[src/hdl/cmr_params.svh]
`ifndef CMR_PARAMS_SVH
`define CMR_PARAMS_SVH

// Address map boundaries
`define CMR_CODE_LO 32'h00000000
`define CMR_CODE_HI 32'h1FFFFFF
`define CMR_SRAM_LO 32'h20000000
`define CMR_SRAM_HI 32'h3FFFFFFF
`define CMR_PERI_LO 32'h40000000
`define CMR_PERI_HI 32'h5FFFFFFF
`define CMR_UNUSED_LO 32'h60000000
`define CMR_UNUSED_HI 32'hDFFFFFFF
`define CMR_PRIV_LO 32'hE0000000
`define CMR_PRIV_HI 32'hE00FFFFF

// Reset vector words
`define CMR_VEC_SP_ADDR 32'h00000000
`define CMR_VEC_PC_ADDR 32'h00000004

// Program counter handling
`define CMR_INSTR_STEP 32'h00000002
`define CMR_PC_READ_OFS 32'h00000004
`define CMR_ADDR_LSB_CLR 32'hFFFFFFFE

// Link value written on exception entry
`define CMR_EXC_RETURN_BASE 32'hFFFFFFF9
`define CMR_EXC_RET_PSP_BIT 2

// Status register layout
`define CMR_FLAG_LSB 28
`define CMR_TBIT_POS 24
`define CMR_CTRL_SPSEL_BIT 1
`define CMR_PMASK_BIT 0

// Register indices
`define CMR_N_GPR 13
`define CMR_REG_SP 4'hD
`define CMR_REG_LR 4'hE
`define CMR_REG_PC 4'hF
`define CMR_LOW_REG_LAST 4'h7

// Exception numbers
`define CMR_EXC_THREAD 6'h00
`define CMR_EXC_NMI 6'h02
`define CMR_EXC_HARD_FAULT_A 6'h03
`define CMR_EXC_SVC 6'h0B
`define CMR_EXC_PENDABLE_SERVICE 6'h0E
`define CMR_EXC_SYSTEM_TICK_TIMER 6'h0F
`define CMR_EXC_IRQ_FIRST 6'h10
`define CMR_EXC_IRQ_LAST 6'h2F

`endif

[src/hdl/cmr_pkg.sv]
package cmr_pkg;

  typedef enum {CMR_BOOT_SP, CMR_BOOT_PC, CMR_RUN} cmr_boot_t;

  typedef enum logic [2:0] {
    CMR_REG_CODE, CMR_REG_SRAM, CMR_REG_PERI, CMR_REG_UNUSED, CMR_REG_PRIV, CMR_REG_VENDOR
  } cmr_region_t;

  typedef enum logic [2:0] {
    CMR_SR_COMBINED, CMR_SR_FLAGS, CMR_SR_EXEC, CMR_SR_ACTIVE,
    CMR_SR_MAIN_SP, CMR_SR_PROC_SP, CMR_SR_MASK, CMR_SR_CONTROL
  } cmr_sr_sel_t;

  // Core register file access from the execute stage
  typedef struct packed {
    logic [3:0] rd_a_idx;
    logic [3:0] rd_b_idx;
    logic wr_en;
    logic [3:0] wr_idx;
    logic [31:0] wr_data;
    logic narrow;
  } cmr_rf_req_t;

  // Special register move
  typedef struct packed {
    cmr_sr_sel_t sel;
    logic wr_en;
    logic [31:0] wr_data;
  } cmr_sr_req_t;

  // Exception entry and return
  typedef struct packed {
    logic req;
    logic [5:0] num;
    logic [31:0] target;
    logic ret;
    logic [5:0] ret_num;
    logic ret_psp;
    logic [31:0] ret_pc;
  } cmr_exc_t;

  typedef struct packed {
    cmr_boot_t boot;
    logic [12:0][31:0] gpr;
    logic [31:0] main_sp;
    logic [31:0] proc_sp;
    logic [31:0] link;
    logic [31:0] pc_fetch;
    logic [31:0] pc_decode;
    logic [31:0] pc_execute;
    logic v_decode;
    logic v_execute;
    logic [3:0] flags;
    logic tbit;
    logic [5:0] active_exc;
    logic exc_mask;
    logic sp_sel;
    logic [31:0] rd_a;
    logic [31:0] rd_b;
    logic [31:0] sr_rd;
    logic [31:0] mul_res;
    cmr_region_t region;
    logic bus_fault;
    logic exec_fault;
    logic hard_fault;
    logic rf_illegal;
  } cmr_state_t;

endpackage

[src/hdl/cmr_core_regs.sv]
`timescale 1ns/1ps
`include "cmr_params.svh"

module cmr_core_regs
  import cmr_pkg::*;
(
  input wire logic core_clk,
  input wire logic resetn,
  // Reset vector fetch
  output logic mem_req,
  output logic [31:0] mem_addr,
  input wire logic [31:0] mem_rdata,
  input wire logic mem_ack,
  // Pipeline
  input wire logic pipe_adv,
  output logic [31:0] ifetch_addr,
  output logic ifetch_valid,
  output logic [31:0] exec_pc,
  output logic exec_valid,
  output logic core_ready,
  // Core register file
  input wire cmr_rf_req_t rf_req,
  output logic [31:0] rd_a_data,
  output logic [31:0] rd_b_data,
  output logic rf_illegal,
  // Condition flags from the ALU
  input wire logic flag_we,
  input wire logic [3:0] flag_in,
  // Subroutine call link value
  input wire logic call_en,
  input wire logic [31:0] call_link,
  // Special register moves
  input wire cmr_sr_req_t sr_req,
  output logic [31:0] sr_rd_data,
  // Exceptions
  input wire cmr_exc_t exc,
  output logic exc_take,
  output logic hard_fault,
  output logic handler_mode,
  output logic psp_active,
  // Multiplier
  input wire logic [31:0] mul_a,
  input wire logic [31:0] mul_b,
  output logic [31:0] mul_result,
  // Address decode
  input wire logic [31:0] dec_addr,
  input wire logic dec_fetch,
  output cmr_region_t dec_region,
  output logic dec_bus_fault,
  output logic dec_exec_fault
);

  cmr_state_t st;
  cmr_state_t next_st;

  // Valid exception numbers
  function automatic logic exc_num_ok(input logic [5:0] n);
    exc_num_ok = (n == `CMR_EXC_NMI) || (n == `CMR_EXC_HARD_FAULT_A) ||
                 (n == `CMR_EXC_SVC) || (n == `CMR_EXC_PENDABLE_SERVICE) ||
                 (n == `CMR_EXC_SYSTEM_TICK_TIMER) ||
                 ((n >= `CMR_EXC_IRQ_FIRST) && (n <= `CMR_EXC_IRQ_LAST));
  endfunction

  // Currently selected stack pointer
  function automatic logic use_psp(input cmr_state_t s);
    use_psp = (s.active_exc == `CMR_EXC_THREAD) && s.sp_sel;
  endfunction

  // Architectural register read
  function automatic logic [31:0] read_reg(input cmr_state_t s, input logic [3:0] idx);
    if (idx == `CMR_REG_PC) begin
      read_reg = s.pc_execute + `CMR_PC_READ_OFS;
    end else if (idx == `CMR_REG_LR) begin
      read_reg = s.link;
    end else if (idx == `CMR_REG_SP) begin
      read_reg = use_psp(s) ? s.proc_sp : s.main_sp;
    end else begin
      read_reg = s.gpr[idx];
    end
  endfunction

  // Combined status image
  function automatic logic [31:0] combined(input cmr_state_t s);
    combined = 32'h00000000;
    combined[`CMR_FLAG_LSB +: 4] = s.flags;
    combined[`CMR_TBIT_POS] = s.tbit;
    combined[5:0] = s.active_exc;
  endfunction

  // Special register read image; reserved bits read as zero
  function automatic logic [31:0] sr_image(input cmr_state_t s, input cmr_sr_sel_t sel);
    case (sel)
      CMR_SR_COMBINED: sr_image = combined(s);
      CMR_SR_FLAGS: sr_image = {s.flags, 28'h0000000};
      CMR_SR_EXEC: sr_image = {7'h00, s.tbit, 24'h000000};
      CMR_SR_ACTIVE: sr_image = {26'h0000000, s.active_exc};
      CMR_SR_MAIN_SP: sr_image = s.main_sp;
      CMR_SR_PROC_SP: sr_image = s.proc_sp;
      CMR_SR_MASK: sr_image = {31'h00000000, s.exc_mask};
      CMR_SR_CONTROL: sr_image = {30'h00000000, s.sp_sel, 1'b0};
      default: sr_image = 32'h00000000;
    endcase
  endfunction

  // Address range test, both bounds inclusive
  function automatic logic in_span(input logic [31:0] a, input logic [31:0] lo,
                                   input logic [31:0] hi);
    in_span = (a >= lo) && (a <= hi);
  endfunction

  // Region of an address; gaps between the named ranges count as unused
  function automatic cmr_region_t region_of(input logic [31:0] a);
    if (in_span(a, `CMR_CODE_LO, `CMR_CODE_HI)) begin
      region_of = CMR_REG_CODE;
    end else if (in_span(a, `CMR_SRAM_LO, `CMR_SRAM_HI)) begin
      region_of = CMR_REG_SRAM;
    end else if (in_span(a, `CMR_PERI_LO, `CMR_PERI_HI)) begin
      region_of = CMR_REG_PERI;
    end else if (in_span(a, `CMR_PRIV_LO, `CMR_PRIV_HI)) begin
      region_of = CMR_REG_PRIV;
    end else if (a > `CMR_PRIV_HI) begin
      region_of = CMR_REG_VENDOR;
    end else begin
      region_of = CMR_REG_UNUSED;
    end
  endfunction

  // Code, data memory and unused addresses may hold instructions
  function automatic logic fetch_refused(input cmr_region_t r);
    case (r)
      CMR_REG_CODE, CMR_REG_SRAM: fetch_refused = 1'b0;
      CMR_REG_UNUSED: fetch_refused = 1'b0;
      default: fetch_refused = 1'b1;
    endcase
  endfunction

  // Link value on exception entry; bit 2 records the stack in use
  function automatic logic [31:0] entry_link(input cmr_state_t s);
    entry_link = `CMR_EXC_RETURN_BASE;
    entry_link[`CMR_EXC_RET_PSP_BIT] = use_psp(s);
  endfunction

  logic running;
  logic narrow_bad;
  logic rf_wr_ok;
  logic pc_wr;
  logic exc_allowed;
  logic [63:0] product;

  assign running = (st.boot == CMR_RUN);

  // Narrow encodings may not touch r8 and up
  assign narrow_bad = rf_req.narrow && ((rf_req.rd_a_idx > `CMR_LOW_REG_LAST) ||
                      (rf_req.rd_b_idx > `CMR_LOW_REG_LAST) ||
                      (rf_req.wr_en && (rf_req.wr_idx > `CMR_LOW_REG_LAST)));
  assign rf_wr_ok = running && rf_req.wr_en && !narrow_bad;
  assign pc_wr = rf_wr_ok && (rf_req.wr_idx == `CMR_REG_PC);

  // Mask gates everything but non-maskable interrupt and hard fault
  assign exc_allowed = !st.exc_mask || (exc.num == `CMR_EXC_NMI) ||
                       (exc.num == `CMR_EXC_HARD_FAULT_A);
  assign exc_take = running && exc.req && exc_num_ok(exc.num) && exc_allowed;

  assign product = mul_a * mul_b;

  // Next-state logic
  always_comb begin
    next_st = st;
    next_st.hard_fault = 1'b0;
    next_st.rf_illegal = 1'b0;
    next_st.mul_res = product[31:0];

    // Address decode, one cycle latency, live even during the vector fetch
    next_st.region = region_of(dec_addr);
    next_st.bus_fault = (next_st.region == CMR_REG_UNUSED);
    next_st.exec_fault = dec_fetch && fetch_refused(next_st.region);

    case (st.boot)
      CMR_BOOT_SP: begin
        if (mem_ack) begin
          next_st.main_sp = mem_rdata;
          next_st.boot = CMR_BOOT_PC;
        end
      end
      CMR_BOOT_PC: begin
        if (mem_ack) begin
          next_st.pc_fetch = mem_rdata & `CMR_ADDR_LSB_CLR;
          next_st.tbit = mem_rdata[0];
          next_st.v_decode = 1'b0;
          next_st.v_execute = 1'b0;
          next_st.boot = CMR_RUN;
        end
      end
      CMR_RUN: begin
        // Operand reads
        next_st.rd_a = read_reg(st, rf_req.rd_a_idx);
        next_st.rd_b = read_reg(st, rf_req.rd_b_idx);
        next_st.rf_illegal = narrow_bad;

        // Special register reads show the state before this cycle's writes
        next_st.sr_rd = sr_image(st, sr_req.sel);

        // Instruction flag results
        if (flag_we) begin
          next_st.flags = flag_in;
        end

        // Special register writes; execution state and active number are read-only
        if (sr_req.wr_en) begin
          case (sr_req.sel)
            CMR_SR_COMBINED, CMR_SR_FLAGS: begin
              next_st.flags = sr_req.wr_data[`CMR_FLAG_LSB +: 4];
            end
            CMR_SR_MAIN_SP: next_st.main_sp = sr_req.wr_data;
            CMR_SR_PROC_SP: next_st.proc_sp = sr_req.wr_data;
            CMR_SR_MASK: next_st.exc_mask = sr_req.wr_data[`CMR_PMASK_BIT];
            CMR_SR_CONTROL: begin
              if (st.active_exc == `CMR_EXC_THREAD) begin
                next_st.sp_sel = sr_req.wr_data[`CMR_CTRL_SPSEL_BIT];
              end
            end
            default: next_st.sp_sel = st.sp_sel;
          endcase
        end

        // Call link
        if (call_en) begin
          next_st.link = call_link;
        end

        // General register writes
        if (rf_wr_ok) begin
          if (rf_req.wr_idx == `CMR_REG_LR) begin
            next_st.link = rf_req.wr_data;
          end else if (rf_req.wr_idx == `CMR_REG_SP) begin
            if (use_psp(st)) begin
              next_st.proc_sp = rf_req.wr_data;
            end else begin
              next_st.main_sp = rf_req.wr_data;
            end
          end else if (rf_req.wr_idx != `CMR_REG_PC) begin
            next_st.gpr[rf_req.wr_idx] = rf_req.wr_data;
          end
        end

        // Pipeline advance: fetch, decode, execute
        // A cleared execution-state bit faults as soon as a decoded slot moves on
        if (pipe_adv) begin
          next_st.pc_decode = st.pc_fetch;
          next_st.pc_execute = st.pc_decode;
          next_st.v_decode = 1'b1;
          next_st.v_execute = st.v_decode;
          next_st.pc_fetch = st.pc_fetch + `CMR_INSTR_STEP;
          next_st.hard_fault = st.v_decode && !st.tbit;
        end

        // Redirects flush the pipeline; exception entry wins
        // Entry, return and a program counter write never combine in one cycle
        if (exc_take) begin
          next_st.link = entry_link(st);
          next_st.active_exc = exc.num;
          next_st.sp_sel = 1'b0;
          next_st.pc_fetch = exc.target & `CMR_ADDR_LSB_CLR;
          next_st.v_decode = 1'b0;
          next_st.v_execute = 1'b0;
        end else if (exc.ret) begin
          next_st.active_exc = exc.ret_num;
          next_st.sp_sel = exc.ret_psp && (exc.ret_num == `CMR_EXC_THREAD);
          next_st.pc_fetch = exc.ret_pc & `CMR_ADDR_LSB_CLR;
          next_st.v_decode = 1'b0;
          next_st.v_execute = 1'b0;
        end else if (pc_wr) begin
          next_st.pc_fetch = rf_req.wr_data & `CMR_ADDR_LSB_CLR;
          next_st.v_decode = 1'b0;
          next_st.v_execute = 1'b0;
        end
      end
      default: next_st.boot = CMR_BOOT_SP;
    endcase
  end

  // State register
  // Link, stacks and general registers reset to zero here, though software
  // may not rely on it
  always_ff @(posedge core_clk or negedge resetn) begin
    if (!resetn) begin
      st <= '0;
      st.boot <= CMR_BOOT_SP;
      st.sp_sel <= 1'b0;
      st.active_exc <= `CMR_EXC_THREAD;
      st.exc_mask <= 1'b0;
      st.region <= CMR_REG_CODE;
    end else begin
      st <= next_st;
    end
  end

  // Vector fetch port
  assign mem_req = !running;
  assign mem_addr = (st.boot == CMR_BOOT_SP) ? `CMR_VEC_SP_ADDR : `CMR_VEC_PC_ADDR;

  // Outputs
  assign core_ready = running;
  assign ifetch_addr = st.pc_fetch;
  assign ifetch_valid = running;
  assign exec_pc = st.pc_execute;
  assign exec_valid = st.v_execute;
  assign rd_a_data = st.rd_a;
  assign rd_b_data = st.rd_b;
  assign rf_illegal = st.rf_illegal;
  assign sr_rd_data = st.sr_rd;
  assign hard_fault = st.hard_fault;
  assign handler_mode = (st.active_exc != `CMR_EXC_THREAD);
  assign psp_active = use_psp(st);
  assign mul_result = st.mul_res;
  assign dec_region = st.region;
  assign dec_bus_fault = st.bus_fault;
  assign dec_exec_fault = st.exec_fault;

endmodule

[config.mk]
export PLATFORM = sky130hd
export DESIGN_NAME = cmr_core_regs
export DESIGN_NICKNAME = d
export VERILOG_FILES = /design/src/hdl/cmr_pkg.sv /design/src/hdl/cmr_core_regs.sv
export VERILOG_INCLUDE_DIRS = /design/src /design/src/hdl
export SDC_FILE = /design/constraint.sdc
export NUM_CORES = 2
export LEC_CHECK = 0
export BUFFER_PORTS_ARGS = -buffer_cell sky130_fd_sc_hd__clkbuf_2
export CORE_MARGIN = 5
export CORE_UTILIZATION = 55
export CTS_CLUSTER_DIAMETER = 60
export DETAILED_ROUTE_END_ITERATION = 7
export PLACE_DENSITY = 0.77
export SKIP_LAST_GASP = 1
export SYNTH_ARGS = -nofsm -noshare
export SYNTH_HDL_FRONTEND = slang
export SYNTH_SLANG_ARGS = --single-unit
[constraint.sdc]
create_clock -name core_clk -period 2.22 [get_ports core_clk]
set_input_delay 0 -clock core_clk [delete_from_list [all_inputs] [get_ports core_clk]]
set_output_delay 0 -clock core_clk [all_outputs]
set_load 0.01 [all_outputs]
==> impl_metrics.yaml <==
outcome:
  status: "complete, but fails checks"
  violations: "DRC, hold timing, setup timing"
logic_synthesis:
  syn_area_per_cell_um2: 10.7
  synth_common_cells: "dfrtp_1, nand2_1, mux2_2, fa_1, inv_1"
  synth_warnings: 0
  yosysMostFrequentCell: "dfrtp_1"
  synth_edf_count: 0
  yosys-top-cells-area: "dfrtp_1, fa_1, mux2_2"
  ys_seq_area_share_pct: 33.3
  async_flop_share_pct: 100
  synth_top_area_share_pct: 33.3
  synth.distinct_cells: 68
  synth_area_um2: 56900
  synth_ff_type: "dfrtp_1"
  synth_cells: 5319
  synth-seq-cells: 757
  yosysTopAreaCell: "dfrtp_1"
layout:
  stdcell_count: 7744
  syn2layout_area_growth_pct: 29.9
  nets: 7146
  n_fill_cell: 6547
  layout-drive-gt1-share_pct: 40.0
timing:
  skew_ns: 0.0545
  period_share_pct: 267
  setup_violations: 189
  period_needed_ns: 5.92
  hold_slack_ns: -0.00638
  clock.fmax_mhz: 169
  slew_headroom_pct: 32.9
  setup_slack_ns: -3.70
  tightest_slew_ns: 0.999
  rsz0062_at_grt: "yes"
  slew_violations: 0
  hold_violations: 1
worst_setup_path:
  cp_top_family: "adder cells"
  cp-start-kind: "primary input"
  cp_slowest_cell: "fa_1"
  cp_num_buf_inv: 7
  path_class: "primary input to register"
  crit_cells: 26
  cp.required_ns: 2.79
  worst-r2r-setup-slack_ns: -0.62
  crit_top_cell: "fa_1"
  r2r_end: "st[294]$_DFFE_PN0P_"
  reg2regPathDepth: 15
  path_max_fanout: 3
  crit_arrival_ns: 6.49
  r2r-start: "st[140]$_DFFE_PN0P_"
  cp-end-kind: "register"
  max_stage_delay_ns: 0.55
power:
  p_leak_nw: 34.5
  ir_worst_vdd_mv: 6.09
  power_density_nw_per_um2: 1890
  totalPowerFinal_mw: 139
clock_tree:
  insertion_delay_ns: 0.70
  cts_inserted_buffers: 82
  clock_path_buffers: 3
  cts_tree: "done"
  cts_sinks: 757
  root_buffer: "clkbuf_16"
  cts_max_level: 3
  clkTransAtPathRegs_ns: 0.06
floorplanning:
  start_util_pct: 55.1
  num_rows: 118
  die_y_um: 332
  core_area_um2: 103000
  die_area_um2: 110000
  io_pins: 570
  die-width_um: 332
routing:
  viasPerCell: 6.52
  wl_per_cell_um: 29.4
  antenna_left: 0
  drc: 15
  dr.pass1.iters: 8
  vias: 50500
  wl_um: 227000
  drtIter0Drc: 7532
hold_path:
  holdPathStages: 5
  holdCritStartpoint: "exc[6]"
  whs_endpoint: "ifetch_addr[6]$_DFFE_PN0P_"
  min_path_type: "primary input to register"
grt:
  grt_usage_pct: 39.1
  overflow: 0
  grt_pass1_wl_um: 327000
  antenna_found_initial: 19
  grt_pass1_vias: 51300
  grt_max_degree: 92
placement:
  dp_hpwl_um: 156000
  placedCellCount: 7240
  place.gp.congestion: 1.02
  port_buffers: 514
  pre_cts_ws_ns: -4.58
run:
  timing.max_cap.violations: 0
stage by stage:
step           area [um2]  setup TNS (ns)  utilization, %
6_report            73900         -140.78            71.6
3_5_place_dp        63800         -162.29            61.9
3_3_place_gp        63800         -156.72            61.9
5_1_grt             73900         -152.93            71.6
2_1_floorplan       57400          -80.44               -
4_1_cts             72000         -144.05            69.7
timing repair:
action	in CTS	in global routing
endpoints found under the hold margin	1084	2
gates resized for setup	420	449
endpoints found under the setup margin	195	500
pin swaps	224	189
hold buffers	219	2
setup buffers	74	63
cloned	20	3
cell usage in the layout (no fill, tap or decap), types with 41 or more instances in the layout:
cell type      count
a21oi_2           50
nand2_1          467
ha_1              95
buf_6             82
and2_1           289
nor2_4            45
a21oi_1          105
inv_1            389
mux2_2           472
dfrtp_1          755
clkbuf_2         491
clkbuf_16         88
buf_12            85
mux4_2           195
o21ai_1          102
o21ai_2           41
o21ai_0           94
xnor2_1           89
nor2_1           233
mux2i_1          170
a31oi_1           57
buf_4            520
fa_1             401
dlygate4sd3_1    220
final cells by class:
| cell class | instances | area [um2] | area share (%) |
|---|---|---|---|
| inverters | 404 | 1550 | 2.09 |
| clock inverters | 44 | 647 | 0.876 |
| repair buffers | 1451 | 12100 | 16.4 |
| diodes | 17 | 42.5 | 0.0576 |
| multi-input cells | 3584 | 36600 | 49.5 |
| clock buffers | 107 | 2290 | 3.09 |
| well taps | 1380 | 1730 | 2.34 |
| flip-flops and latches | 757 | 18900 | 25.6 |
state kept, by name, indices dropped and copies added (netlist names):
name            count
ifetch_addr        31
rf_illegal          1
sr_rd_data         32
exec_pc            31
dec_bus_fault       1
dec_exec_fault      1
mul_result         32
hard_fault          1
exec_valid          1
dec_region          3
rd_a_data          32
rd_b_data          32
st                559
worst reg2reg max path: stages (launching register included):
cell and delay (ns):
dfrtp_1 0.39, or4_4 0.55, nor3_4 0.15, buf_6 0.15
nand2_8 0.09, buf_12 0.19, clkinv_8 0.06, buf_8 0.10
nand2_4 0.05, buf_8 0.14, buf_6 0.13, nand2b_4 0.12
buf_12 0.16, buf_16 0.15, o22ai_2 0.07, a21oi_1 0.23
layer usage:
metal	wire, um	up-vias	GRT usage, %
met2	97800	4226	57.4
met1	78200	25100	50.3
met3	32000	1315	14.7
met4	19300	12	21.9
li1	-	19900	-
met5	177	-	0
power breakdown:
part           switching (mW)  internal, mW  total (mW)
clock network            6.49          8.59        15.1
registers                4.53          19.0        23.5
logic                    51.5          49.3         101
total                    62.6          76.8         139
cells by family after synthesis:
| logic type | after synthesis | synth area share (%) |
|---|---|---|
| and+or+nand+nor | 1261 | 10.3 |
| buffers and inverters | 1011 | 8.24 |
| muxes | 861 | 20.5 |
| DFF | 757 | 33.3 |
| AOI/OAI and AO/OA | 750 | 8.33 |
| adders and majority gates | 534 | 17.1 |
| xor gates and xnor gates | 144 | 2.22 |
| other | 1 | 0.00659 |
how the worst max path moves through the flow:
stage / startpoint / to / slack, ns
after floorplan: mul_b[3] / mul_result[31]$_DFF_PN0_ / -4.17
after global placement: mul_b[5] / mul_result[31]$_DFF_PN0_ / -4.54
after detailed placement: mul_b[5] / mul_result[31]$_DFF_PN0_ / -4.58
after CTS: mul_b[4] / mul_result[30]$_DFF_PN0_ / -3.70
after global routing: mul_a[15] / mul_result[30]$_DFF_PN0_ / -3.86
final: mul_b[2] / mul_result[29]$_DFF_PN0_ / -3.70
Power figures use the tool's default switching activity.
